### src/hdl/jlp_pkg.sv
// Constants, types and mode tables for the lane sample packer.
// Assumes one 250 MHz clock and a synchronous active-high reset.
package jlp_pkg;

    // ----------------------------------------------------------------
    // Sizes
    // ----------------------------------------------------------------
    localparam int CHANS = 4;
    localparam int LANES = 8;
    localparam int SW = 9;
    localparam int GATHER = 8;
    localparam int LANE_W = 40;
    localparam int FRAME_W = LANES * LANE_W;
    localparam int BUF_W = FRAME_W + LANES + 3;
    localparam int BUF_DEPTH = 2;
    localparam int SLOT_W = 12;
    localparam int STRM_W = 96;
    localparam int HALF_W = 16;

    // ----------------------------------------------------------------
    // Reset values
    // ----------------------------------------------------------------
    localparam logic [2:0] RST_CNT = 3'h0;
    localparam logic [3:0] RST_MODE = 4'h3;
    localparam logic [1:0] RST_VARIANT = 2'h0;

    typedef enum logic [3:0] {
        JLP_M3 = 4'h3,
        JLP_M4 = 4'h4,
        JLP_M5 = 4'h5,
        JLP_M6 = 4'h6,
        JLP_M7 = 4'h7,
        JLP_M8 = 4'h8,
        JLP_M9 = 4'h9,
        JLP_M10 = 4'ha
    } jlp_mode_t;

    typedef enum logic [1:0] {
        JLP_QUAD = 2'h0,
        JLP_DUAL = 2'h1,
        JLP_SINGLE = 2'h2
    } jlp_variant_t;

    // ----------------------------------------------------------------
    // Mode tables
    // ----------------------------------------------------------------
    // Samples per channel per frame; zero marks an unsupported mode
    function automatic logic [3:0] jlp_spf(input logic [3:0] m);
        case (m)
            JLP_M3: jlp_spf = 4'h4;
            JLP_M4, JLP_M5, JLP_M7: jlp_spf = 4'h1;
            JLP_M6, JLP_M8, JLP_M9: jlp_spf = 4'h2;
            JLP_M10: jlp_spf = 4'h8;
            default: jlp_spf = 4'h0;
        endcase
    endfunction

    function automatic logic [2:0] jlp_octets(input logic [3:0] m);
        case (m)
            JLP_M3, JLP_M10: jlp_octets = 3'h5;
            JLP_M4, JLP_M5, JLP_M6: jlp_octets = 3'h2;
            JLP_M8: jlp_octets = 3'h3;
            JLP_M7, JLP_M9: jlp_octets = 3'h1;
            default: jlp_octets = 3'h0;
        endcase
    endfunction

    function automatic logic [2:0] jlp_chans(input logic [1:0] v);
        case (v)
            JLP_QUAD: jlp_chans = 3'h4;
            JLP_DUAL: jlp_chans = 3'h2;
            default: jlp_chans = 3'h1;
        endcase
    endfunction

    // Lanes in use, indexed quad / dual / single
    function automatic logic [3:0] jlp_lanes(input logic [3:0] m, input logic [1:0] v);
        logic [11:0] t;
        t = 12'h000;
        case (m)
            JLP_M3, JLP_M7, JLP_M8: t = 12'h421;
            JLP_M4: t = 12'h321;
            JLP_M5: t = 12'h211;
            JLP_M6: t = 12'h632;
            JLP_M9, JLP_M10: t = 12'h842;
            default: t = 12'h000;
        endcase
        case (v)
            JLP_QUAD: jlp_lanes = t[11:8];
            JLP_DUAL: jlp_lanes = t[7:4];
            default: jlp_lanes = t[3:0];
        endcase
    endfunction

endpackage

### src/hdl/jlp_buf_if.sv
// Carrier between the packer and its two-entry frame buffer.
// Assumes both ends share the packer's clock.
`timescale 1ns/10ps
interface jlp_buf_if;
    import jlp_pkg::*;
    logic push_valid;
    logic push_ready;
    logic [BUF_W-1:0] push_data;
    logic pop_valid;
    logic pop_ready;
    logic [BUF_W-1:0] pop_data;
    modport store (input push_valid, input push_data, input pop_ready,
                   output push_ready, output pop_valid, output pop_data);
    modport user (output push_valid, output push_data, output pop_ready,
                  input push_ready, input pop_valid, input pop_data);
endinterface

### src/hdl/jlp_frame_buf.sv
// Two-entry frame buffer with valid/ready on both sides.
// Assumes push and pop in the same clock domain; read data come from flops.
`timescale 1ns/10ps
module jlp_frame_buf (
    input wire logic clock,
    input wire logic rst,
    jlp_buf_if.store bus
);
    import jlp_pkg::*;

    logic [BUF_W-1:0] mem_r [BUF_DEPTH];
    logic wp_r;
    logic rp_r;
    logic [1:0] cnt_r;
    logic do_push;
    logic do_pop;

    assign bus.push_ready = (cnt_r != 2'(BUF_DEPTH));
    assign bus.pop_valid = (cnt_r != 2'h0);
    assign bus.pop_data = mem_r[rp_r];
    assign do_push = bus.push_valid && bus.push_ready;
    assign do_pop = bus.pop_valid && bus.pop_ready;

    always_ff @(posedge clock) begin
        if (do_push) begin
            mem_r[wp_r] <= bus.push_data;
        end
    end

    always_ff @(posedge clock) begin
        if (rst) begin
            wp_r <= 1'b0;
            rp_r <= 1'b0;
            cnt_r <= 2'h0;
        end else begin
            if (do_push) begin
                wp_r <= ~wp_r;
            end
            if (do_pop) begin
                rp_r <= ~rp_r;
            end
            cnt_r <= cnt_r + {1'b0, do_push} - {1'b0, do_pop};
        end
    end

endmodule

### src/hdl/jlp_packer.sv
// Transport packer: gathers per-channel samples and maps them onto lane frames.
// Assumes samples arrive one per channel per accepted cycle, synchronous to clock;
// the link layer behind the outputs does coding, scrambling and framing.
`timescale 1ns/10ps

// Overview of operation
// - Mode 3: four 9-bit samples, 5 octets
// - Mode 4: 12-bit slots streamed over lanes
// - Mode 5: lane0 A plus B-or-zero; lane1 C,D
// - Mode 6: two 12-bit slots per channel, streamed
// - Mode 7: one octet per channel lane
// - Mode 8: two 12-bit slots per lane
// - Mode 9: even/odd samples on paired lanes
// - Mode 10: paired lanes, 10-bit slots, even/odd split
// - Lane use limited by part variant
module jlp_packer (
    input wire logic clock,
    input wire logic rst,
    input wire logic [3:0] link_mode_select,
    input wire logic [1:0] part_variant,
    input wire logic in_valid,
    output logic in_ready,
    input wire logic [jlp_pkg::CHANS*jlp_pkg::SW-1:0] in_samp,
    output logic out_valid,
    input wire logic out_ready,
    output logic [jlp_pkg::FRAME_W-1:0] out_lanes,
    output logic [jlp_pkg::LANES-1:0] out_lane_en,
    output logic [2:0] out_octets
);
    import jlp_pkg::*;

    // ----------------------------------------------------------------
    // Gathering
    // ----------------------------------------------------------------
    logic [3:0] mode_r;
    logic [1:0] variant_r;
    logic [2:0] cnt_r;
    logic pend_r;
    logic [SW-1:0] samp_r [CHANS][GATHER];
    logic [3:0] spf;
    logic idle;
    logic take;
    logic last;
    logic mode_ok;
    logic mode_held;
    logic frame_done;

    jlp_buf_if bi ();

    assign spf = jlp_spf(mode_r);
    assign idle = (cnt_r == RST_CNT) && !pend_r;
    assign last = ({1'b0, cnt_r} == spf - 4'h1);
    // Unsupported modes stall the input rather than drop samples
    assign mode_ok = (spf != 4'h0);
    assign mode_held = (link_mode_select == mode_r) && (part_variant == variant_r);
    // A mode or variant change is only honoured between frames, so a
    // frame is never built from samples packed under two layouts.
    assign in_ready = !pend_r && mode_ok && (!idle || mode_held);
    assign take = in_valid && in_ready;
    assign frame_done = take && last;

    always_ff @(posedge clock) begin
        if (rst) begin
            mode_r <= RST_MODE;
            variant_r <= RST_VARIANT;
        end else if (idle) begin
            mode_r <= link_mode_select;
            variant_r <= part_variant;
        end
    end

    always_ff @(posedge clock) begin
        if (rst) begin
            cnt_r <= RST_CNT;
        end else if (take) begin
            cnt_r <= last ? RST_CNT : cnt_r + 3'h1;
        end
    end

    // Sample stores need no reset: nothing reads them before a frame completes
    always_ff @(posedge clock) begin
        if (take) begin
            for (int c = 0; c < CHANS; c++) begin
                samp_r[c][cnt_r] <= in_samp[c*SW +: SW];
            end
        end
    end

    // Completed frame waits here until the buffer takes it; the input is
    // stalled meanwhile so a receiver stall never overwrites samples.
    always_ff @(posedge clock) begin
        if (rst) begin
            pend_r <= 1'b0;
        end else if (frame_done) begin
            pend_r <= 1'b1;
        end else if (bi.push_ready) begin
            pend_r <= 1'b0;
        end
    end

    // ----------------------------------------------------------------
    // Frame mapping
    // ----------------------------------------------------------------
    logic [SW-1:0] sm [CHANS][GATHER];
    logic [LANE_W-1:0] lane_v [LANES];
    logic [STRM_W-1:0] strm;
    logic [8:0] en_mask;
    logic [FRAME_W-1:0] lanes_flat;
    logic [7:0] m5_second;

    // Absent channels read as zero, which also yields the zero-fill octets
    always_comb begin
        for (int c = 0; c < CHANS; c++) begin
            for (int k = 0; k < GATHER; k++) begin
                sm[c][k] = (c < int'(jlp_chans(variant_r))) ? samp_r[c][k] : 9'h000;
            end
        end
    end

    // Dual parts send the second channel beside the first; quad and single parts zero-fill
    assign m5_second = (variant_r == JLP_DUAL) ? sm[1][0][8:1] : 8'h00;

    // Octet 0 sits in bits [39:32] of each lane, so octets leave in ascending
    // order and every sample goes MSB first from the lowest-numbered octet it occupies.
    always_comb begin
        strm = '0;
        for (int l = 0; l < LANES; l++) begin
            lane_v[l] = '0;
        end
        case (mode_r)
            JLP_M3: begin
                for (int c = 0; c < CHANS; c++) begin
                    lane_v[c] = {sm[c][0], 1'b0, sm[c][1], 1'b0, sm[c][2], 1'b0, sm[c][3], 1'b0};
                end
            end
            JLP_M4: begin
                // Four 12-bit slots fill three 16-bit lanes; B and C straddle
                for (int c = 0; c < CHANS; c++) begin
                    strm[STRM_W-1-SLOT_W*c -: SLOT_W] = {sm[c][0], 3'h0};
                end
                for (int l = 0; l < 6; l++) begin
                    lane_v[l] = {strm[STRM_W-1-HALF_W*l -: HALF_W], 24'h000000};
                end
            end
            JLP_M5: begin
                lane_v[0] = {sm[0][0][8:1], m5_second, 24'h000000};
                lane_v[1] = {sm[2][0][8:1], sm[3][0][8:1], 24'h000000};
            end
            JLP_M6: begin
                // Slots run A0 A1 B0 B1 ...; a slot may straddle two lanes
                for (int c = 0; c < CHANS; c++) begin
                    for (int k = 0; k < 2; k++) begin
                        strm[STRM_W-1-SLOT_W*(2*c+k) -: SLOT_W] = {sm[c][k], 3'h0};
                    end
                end
                for (int l = 0; l < 6; l++) begin
                    lane_v[l] = {strm[STRM_W-1-HALF_W*l -: HALF_W], 24'h000000};
                end
            end
            JLP_M7: begin
                for (int c = 0; c < CHANS; c++) begin
                    lane_v[c] = {sm[c][0][8:1], 32'h00000000};
                end
            end
            JLP_M8: begin
                for (int c = 0; c < CHANS; c++) begin
                    lane_v[c] = {sm[c][0], 3'h0, sm[c][1], 3'h0, 16'h0000};
                end
            end
            JLP_M9: begin
                // Even sample on the lower lane of the pair
                for (int c = 0; c < CHANS; c++) begin
                    for (int k = 0; k < 2; k++) begin
                        lane_v[2*c+k] = {sm[c][k][8:1], 32'h00000000};
                    end
                end
            end
            JLP_M10: begin
                // Lower lane takes the even samples, upper lane the odd ones
                for (int c = 0; c < CHANS; c++) begin
                    for (int k = 0; k < 2; k++) begin
                        lane_v[2*c+k] = {sm[c][k], 1'b0, sm[c][k+2], 1'b0,
                                         sm[c][k+4], 1'b0, sm[c][k+6], 1'b0};
                    end
                end
            end
            default: begin
            end
        endcase
    end

    always_comb begin
        for (int l = 0; l < LANES; l++) begin
            lanes_flat[l*LANE_W +: LANE_W] = lane_v[l];
        end
    end

    // Lanes in use form one run from lane 0; lanes of absent channels stay off
    assign en_mask = (9'h001 << jlp_lanes(mode_r, variant_r)) - 9'h001;

    // ----------------------------------------------------------------
    // Output buffer
    // ----------------------------------------------------------------
    assign bi.push_valid = pend_r;
    assign bi.push_data = {jlp_octets(mode_r),
                           en_mask[LANES-1:0],
                           lanes_flat};
    assign bi.pop_ready = out_ready;

    // Two entries let the receiver stall a frame while the next one is gathered
    jlp_frame_buf u_buf (
        .clock(clock),
        .rst(rst),
        .bus(bi.store)
    );

    assign out_valid = bi.pop_valid;
    assign out_lanes = bi.pop_data[FRAME_W-1:0];
    assign out_lane_en = bi.pop_data[FRAME_W +: LANES];
    assign out_octets = bi.pop_data[BUF_W-1 -: 3];

endmodule

### config.mk
export PLATFORM = sky130hd
export DESIGN_NAME = jlp_packer
export DESIGN_NICKNAME = d
export VERILOG_FILES = /design/src/hdl/jlp_pkg.sv /design/src/hdl/jlp_buf_if.sv /design/src/hdl/jlp_frame_buf.sv /design/src/hdl/jlp_packer.sv
export SDC_FILE = /design/constraint.sdc
export NUM_CORES = 1
export LEC_CHECK = 0
export BUFFER_PORTS_ARGS = -buffer_cell sky130_fd_sc_hd__clkbuf_2
export CAP_MARGIN = 10
export CELL_PAD_IN_SITES_DETAIL_PLACEMENT = 0
export CELL_PAD_IN_SITES_GLOBAL_PLACEMENT = 1
export CORE_MARGIN = 10
export CORE_UTILIZATION = 50
export CTS_CLUSTER_DIAMETER = 50
export CTS_CLUSTER_SIZE = 24
export DETAILED_ROUTE_END_ITERATION = 8
export PLACE_DENSITY = 0.79
export SLEW_MARGIN = 20
export SYNTH_ARGS = -nofsm -noshare
export SYNTH_HDL_FRONTEND = slang
export SYNTH_SLANG_ARGS = --single-unit
### constraint.sdc
create_clock -name clock -period 19.6 [get_ports clock]
set_input_delay 4.9 -clock clock [delete_from_list [all_inputs] [get_ports clock]]
set_output_delay 4.9 -clock clock [all_outputs]
set_load 0.01 [all_outputs]
==> After elaboration in Yosys (flattened, before gate mapping) <==
Memories as Yosys holds them, arrays and structs flattened. A register that Yosys moved wholly into a read port is not among the register bits.
Cells that the tools add are included.
{ "classes": {"n_reduce_logical": 17, "eq_ne": 13, "n_shift": 1, "bitwise": 3, "n_mux": 56, "add_sub_neg": 5, "order_cmp": 6} }
{ "op_table": {"columns": ["operator", "n"], "rows": [
  ["$pmux W80 S8", 1],
  ["$pmux W80 S7", 1],
  ["$mux W9", 33],
  ["$pmux W80 S3", 1],
  ["$pmux W80 S2", 1],
  ["$mux W72", 1],
  ["$demux W9 S3", 1],
  ["$mux W4", 6],
  ["$eq A4 B3 Y1 const B", 4],
  ["$eq A4 B4 Y1 const B", 3],
  ["$logic_and A1 B1 Y1", 9],
  ["$mux W8", 1],
  ["$pmux W4 S2", 1],
  ["$shl A1 B4 Y8 const A", 1],
  ["$sub A8 B1 Y8 const B", 1],
  ["$mux W1", 7],
  ["$lt A1 B3 Y1 const A", 2],
  ["$lt A2 B3 Y1 const A", 2],
  ["$pmux W3 S2", 1],
  ["$eq A3 B4 Y1", 1],
  ["$eq A4 B2 Y1 const B", 1],
  ["$eq A4 B4 Y1", 1],
  ["$ge A4 B4 Y1 const B", 1],
  ["$lt A4 B1 Y1 const B", 1],
  ["16 further kinds", 19]
]} }
{ "totals": {"output_inout_bits": 333, "memories": 5, "mem_bits_rw": 950, "inputBits": 46, "register_bits": 14, "romBits": 256, "word_cells": 113} }
{ "memory_table": {"columns": ["memory", "depth", "word_bits", "read_ports", "rd_clocked_by_memory_dff", "wr", "line_no", "text"], "rows": [
  ["u_buf.mem_r", 2, 331, 1, 1, 1, "jlp_frame_buf.sv:11", "logic [BUF_W-1:0] mem_r [BUF_DEPTH];"],
  ["samp_r", 4, 72, 4, 0, 4, "jlp_packer.sv:39", "logic [SW-1:0] samp_r [CHANS][GATHER];"],
  ["(no name shown)", 16, 9, 1, 1, 0, "jlp_pkg.sv:80", "case (m)"],
  ["(no name shown)", 16, 4, 1, 1, 0, "jlp_pkg.sv:49", "case (m)"],
  ["(no name shown)", 16, 3, 1, 1, 0, "jlp_pkg.sv:59", "case (m)"]
]} }

==> Depth between registers and ports, before layout <==
{ "depth": {"depth_word": 8, "ltp_mapped": 9, "ltp_nobuf": 8} }

==> Hierarchy <==
A second synthesis with hierarchy kept.
{ "hier_totals": {"cells_unflattened": 2100, "hier_area_um2": 39250.1} }
{ "by_module_without_submodules": {"columns": ["module", "seq_area_each_um2", "area_per_inst_um2", "n_inst", "cells_each"], "rows": [
  ["jlp_frame_buf", 19979.2, 25444.4, 1, 1054],
  ["jlp_packer", 9148.8, 13805.7, 1, 1046]
]} }

==> Worst setup path after synthesis <==
No wires, ideal clock.
{ "synth_timing": {"path_kind": "register to register", "start": "register pend_r (netlist: bi.push_valid)", "end": "memory u_buf.mem_r[0][100] (netlist bit) (enable)", "stages_incl_launch_ff": 3, "n_path_buf": 0, "slack_ps": 5275, "t_required_ps": 18616, "setup_ps": 984, "arrival_ps": 13340, "period_less_slack_ps": 14325, "path_cell_list": "dfxtp_1 > nand2_1 > nor2_1"} }
{ "synth_via": {"elab_chain_len": 3} }
{ "synth_lines": {"columns": ["item", "line_no", "text"], "rows": [
  ["from (decl)", "jlp_packer.sv:38", "logic pend_r;"],
  ["from (signal assigned)", "jlp_packer.sv:93", "pend_r <= 1'b0;"],
  ["from (signal assigned)", "jlp_packer.sv:95", "pend_r <= 1'b1;"],
  ["from (signal assigned)", "jlp_packer.sv:97", "pend_r <= 1'b0;"],
  ["$logic_and A1 B1 Y1", "jlp_frame_buf.sv:21", "assign do_push = bus.push_valid && bus.push_ready;"],
  ["$mux W1", "jlp_frame_buf.sv:25", "if (do_push) begin"],
  ["$mux W1 (implied by the code)", "jlp_frame_buf.sv:26", "mem_r[wp_r] <= bus.push_data;"],
  ["to (decl)", "jlp_frame_buf.sv:11", null]
]} }
No other way between the ends.

==> Worst setup path in the final report <==
{ "layout_timing": {"start": "input link_mode_select[3]", "end": "output in_ready"} }
{ "layout_via": {"elab_chain_len": 4} }
{ "layout_lines": {"columns": ["item", "line_no", "text"], "rows": [
  ["from (decl)", "jlp_packer.sv:19", "input wire logic [3:0] link_mode_select,"],
  ["$eq A4 B4 Y1", "jlp_packer.sv:55", "assign mode_held = (link_mode_select == mode_r) && (part_variant == variant_r);"],
  ["$logic_and A1 B1 Y1", "jlp_packer.sv:55", null],
  ["$logic_or A1 B1 Y1", "jlp_packer.sv:58", "assign in_ready = !pend_r && mode_ok && (!idle || mode_held);"],
  ["$logic_and A1 B1 Y1", "jlp_packer.sv:58", null],
  ["to (decl)", "jlp_packer.sv:22", "output logic in_ready,"]
]} }
No other way between the ends.

==> metrics.md <==
| Metric | Value |
|---|---|
| Run status | finished clean |
| Met2 wire length | between 40000 and 50000 um |
| Mean Syn Cell Area | between 15 and 20 sq um |
| Max_cap viols | 0 |
| Layout cells sized above 1 | 0.355 |
| Largest net degree at the start of global routing | 164 |
| Worst Tran Pin Value | 1080 ps |
| Top Ports | roughly 380 |
| XOR/XNOR share of the synthesized area | 0.00433 |
| PD cells | approximately 100 mW/mm^2 |
| Setup crit end kind | primary output |
| Vias | about 20000 |
| Die area | between 0.08 and 0.09 sq mm |
| Top FF cell, synth | edfxtp_1 |
| Gpl congestion | just under 0.9 |
| Max Root-Sink Buffers | 3 |
| # DRC | 0 |
| Vias per cell | 5.93 |
| Top-count cell post-synth | edfxtp_1 |
| Number of cells on the worst reg-to-reg path | 7 |
| Post-CTS resize count | 0 |
| Hold Crit Class | register to register |
| Clk pin slew, worst setup/hold paths | around 60 ps |
| Post-detail-place hpwl | around 63000 um |
| Core Area | 0.0719 sq mm |
| Rows | 98 |
| Final ANT Viol Nets | 0 |
| Final period utilization | 0.559 |
| Drt total wl | just under 100000 um |
| CTS tree | yes |
| Total power | approximately 4.3 mW |
| Crit path max fanout | 3 |
| Min-Delay Path Depth | 0 |
| Starting density of the core | 0.507 |
| Per-cell routed wire length | between 20 and 30 um |
| Metal1 wirelength | 37900 um |
| Setup TNS | 0 ps |
| Clock Latency Late Sink | between 600 and 700 ps |
| Crit Path Category | input port to primary output |
| CTS Root Cell | clkbuf_16 |
| Minimum hold slack | between 400 and 500 ps |
| CP Launch Type | input port |
| Post-synth top area share | 0.745 |
| Async set or reset register ratio after synthesis | 0 |
| Synth warn | 0 |
| Placed Cells | ~3300 |
| Seq/Total Area, Yosys | 0.762 |
| Number of global-route vias before repair | 20334 |
| CP required | around 15000 ps |
| Global-route wire length before repair | about 140000 um |
| Global Route Usage Sum | 0.222 |
| Met3 wire length | around 8500 um |
| RSZ-0062 raised after global routing | no |
| Synth Area in Adders | 0.00412 |
| Post-synth EDFFs | roughly 900 |
| Die width | 290 um |
| Unique masters post-synth | 62 |
| DRT Pass-1 Iters | 7 |
| Worst ir drop on vdd | 0.0000648 V |
| Final setup violation count | 0 |
| Top layer in use | met4 |
| Compound-Gate Fraction of Synth Area | 0.0577 |
| Total gr overflow | 0 |
| Number of antenna violations at the first check in global routing | 3 |
| Port-buffer cells | 355 |
| Hold Vio Cnt, Final | 0 |
| Layout Skew | ~42 ps |
| Starting DRT DRC Count | around 2600 |
| CP arrival | 6060 ps |
| Syn-to-layout area delta | 15.3% |
| Largest family of logic cells by synthesized area | multiplexers |
| Mux contribution to synthesized area | 0.0975 |
| Nets@finish | 2465 |
| Top post-synthesis cells by area | edfxtp_1, mux2_2, and3_1 |
| # hold bufs at CTS | 0 |
| Post-Syn Area | between 0.03 and 0.04 sq mm |
| Slew headroom | 0.279 |
| Gate Count Post-Synth | 2063 |
| Die H | about 290 um |
| Synth cell count leaders | edfxtp_1, mux2_2, and3_1 |
| F_max | 91.3 MHz |
| Pleak | about 15 nW |
| Post-CTS Setup Inserts | 0 |
| CTS H-tree lvls | 3 |
| Simple-gate share of the synthesized area | 0.0516 |
| Fin cells | between 3000 and 4000 |
| Cell taking the most area after synthesis | edfxtp_1 |
| Fin. max-slew vios | 0 |
| CTS Buf Count | between 80 and 90 |
| Clock sink count | just over 900 |
| Number of synthesized register bits | between 900 and 1000 |
| Clock period minus worst slack | 10960 ps |
| Layout fillers | approximately 5400 |
## placed cells by master (no fill, tap or decap), types with 4 or more instances in the layout
cell type    n
a222oi_1    25
conb_1      23
o221ai_1     4
clkbuf_16   83
nand2_1     48
mux2i_1      7
inv_12       7
nor2_4      11
inv_1       20
inv_6       20
a21oi_1     17
nor2_1      84
inv_8        6
edfxtp_1   904
xnor2_1      6
and3_1     129
xor2_1      12
mux2_2     308
a211o_1      4
clkinv_8    14
clkinv_2     5
and2_1      17
clkbuf_2   355
nand3_1      6
a22oi_1     65
a221o_1      4
o21ai_0     10
a22o_1      58
a32oi_1      5
nor3_1       5
buf_4       33
dfxtp_1     28
o21ai_1     26
nor2b_1      7
a32o_1      29
ha_1        12
## area by class of cell
type | instances | area [sq um] | area share
Multi-Input combinational cell | 976 | 8030 | 0.191
Inverter | 22 | 82.6 | 0.00197
Clock inverter | 65 | 769 | 0.0183
Sequential cell | 934 | 27800 | 0.661
Clock buffer | 85 | 2080 | 0.0496
Timing Repair Buffer | 391 | 2090 | 0.0498
Antenna cell | 1 | 2.50 | 0.0000596
Tap cell | 950 | 1190 | 0.0283
## sequential cells by signal, summed over array words and instances (netlist names), named ones only
| signal | flops |
|---|---|
| mode_r | 4 |
| variant_r | 2 |
| bi.push_valid | 1 |
| spf | 4 |
| u_buf.wp_r | 1 |
| u_buf.cnt_r | 2 |
| bi.push_data | 3 |
| samp_r | 288 |
| cnt_r | 3 |
| u_buf.mem_r | 616 |
| u_buf.rp_r | 1 |
## report_power, final
part	leakage [nW]	switching [mW]	internal, mW
Clock	1.38	0.810	0.861
Combinational	4.87	0.243	0.161
Sequential	8.51	0.00822	2.18
Total	14.8	1.06	3.21
## critical path: stages
cell and delay [ps]:
clkbuf_2 110, xor2_1 170, nor2_1 100, a311o_1 430
and2_1 210, clkbuf_2 130
## final timing paths
| check | from | endpoint | slack (ps) |
|---|---|---|---|
| hold reg to reg | bi.push_data[330] | u_buf.mem_r[0][330] | 440 |
| setup reg to reg | mode_r[0] | u_buf.mem_r[0][151] | 16000 |
| setup / recovery | link_mode_select[3] | in_ready | 8640 |
| hold / removal | bi.push_data[330] | u_buf.mem_r[0][330] | 440 |
## routing by layer
| metal | GRT usage | vias to the layer above |
|---|---|---|
| li1 | - | 8833 |
| met1 | 0.292 | 10321 |
| met2 | 0.360 | 1005 |
| met3 | 0.0490 | 155 |
| met4 | 0.0836 | 0 |
| met5 | 0 | - |
## cells by family (layout without fill, tap and decap cells)
group / count (synthesis) / count (layout)
AOI/OAI and AO/OA: 264 / 264
xor gates and xnor gates: 18 / 18
and+or+nand+nor: 343 / 343
other: 1 / 24
buffers and inverters: 175 / 563
muxes: 316 / 316
adders and majority gates: 12 / 12
DFF: 934 / 934
## through the flow
stage	area (sq um)	setup slack [ps]	util
finish	42000	8640	0.585
global route	42000	8570	0.585
CTS	42000	8630	0.584
detailed placement	39100	8630	0.544
global placement	39100	8640	0.544
floorplan	36500	5280	-
No activity file was read; power rests on OpenSTA's default activity.
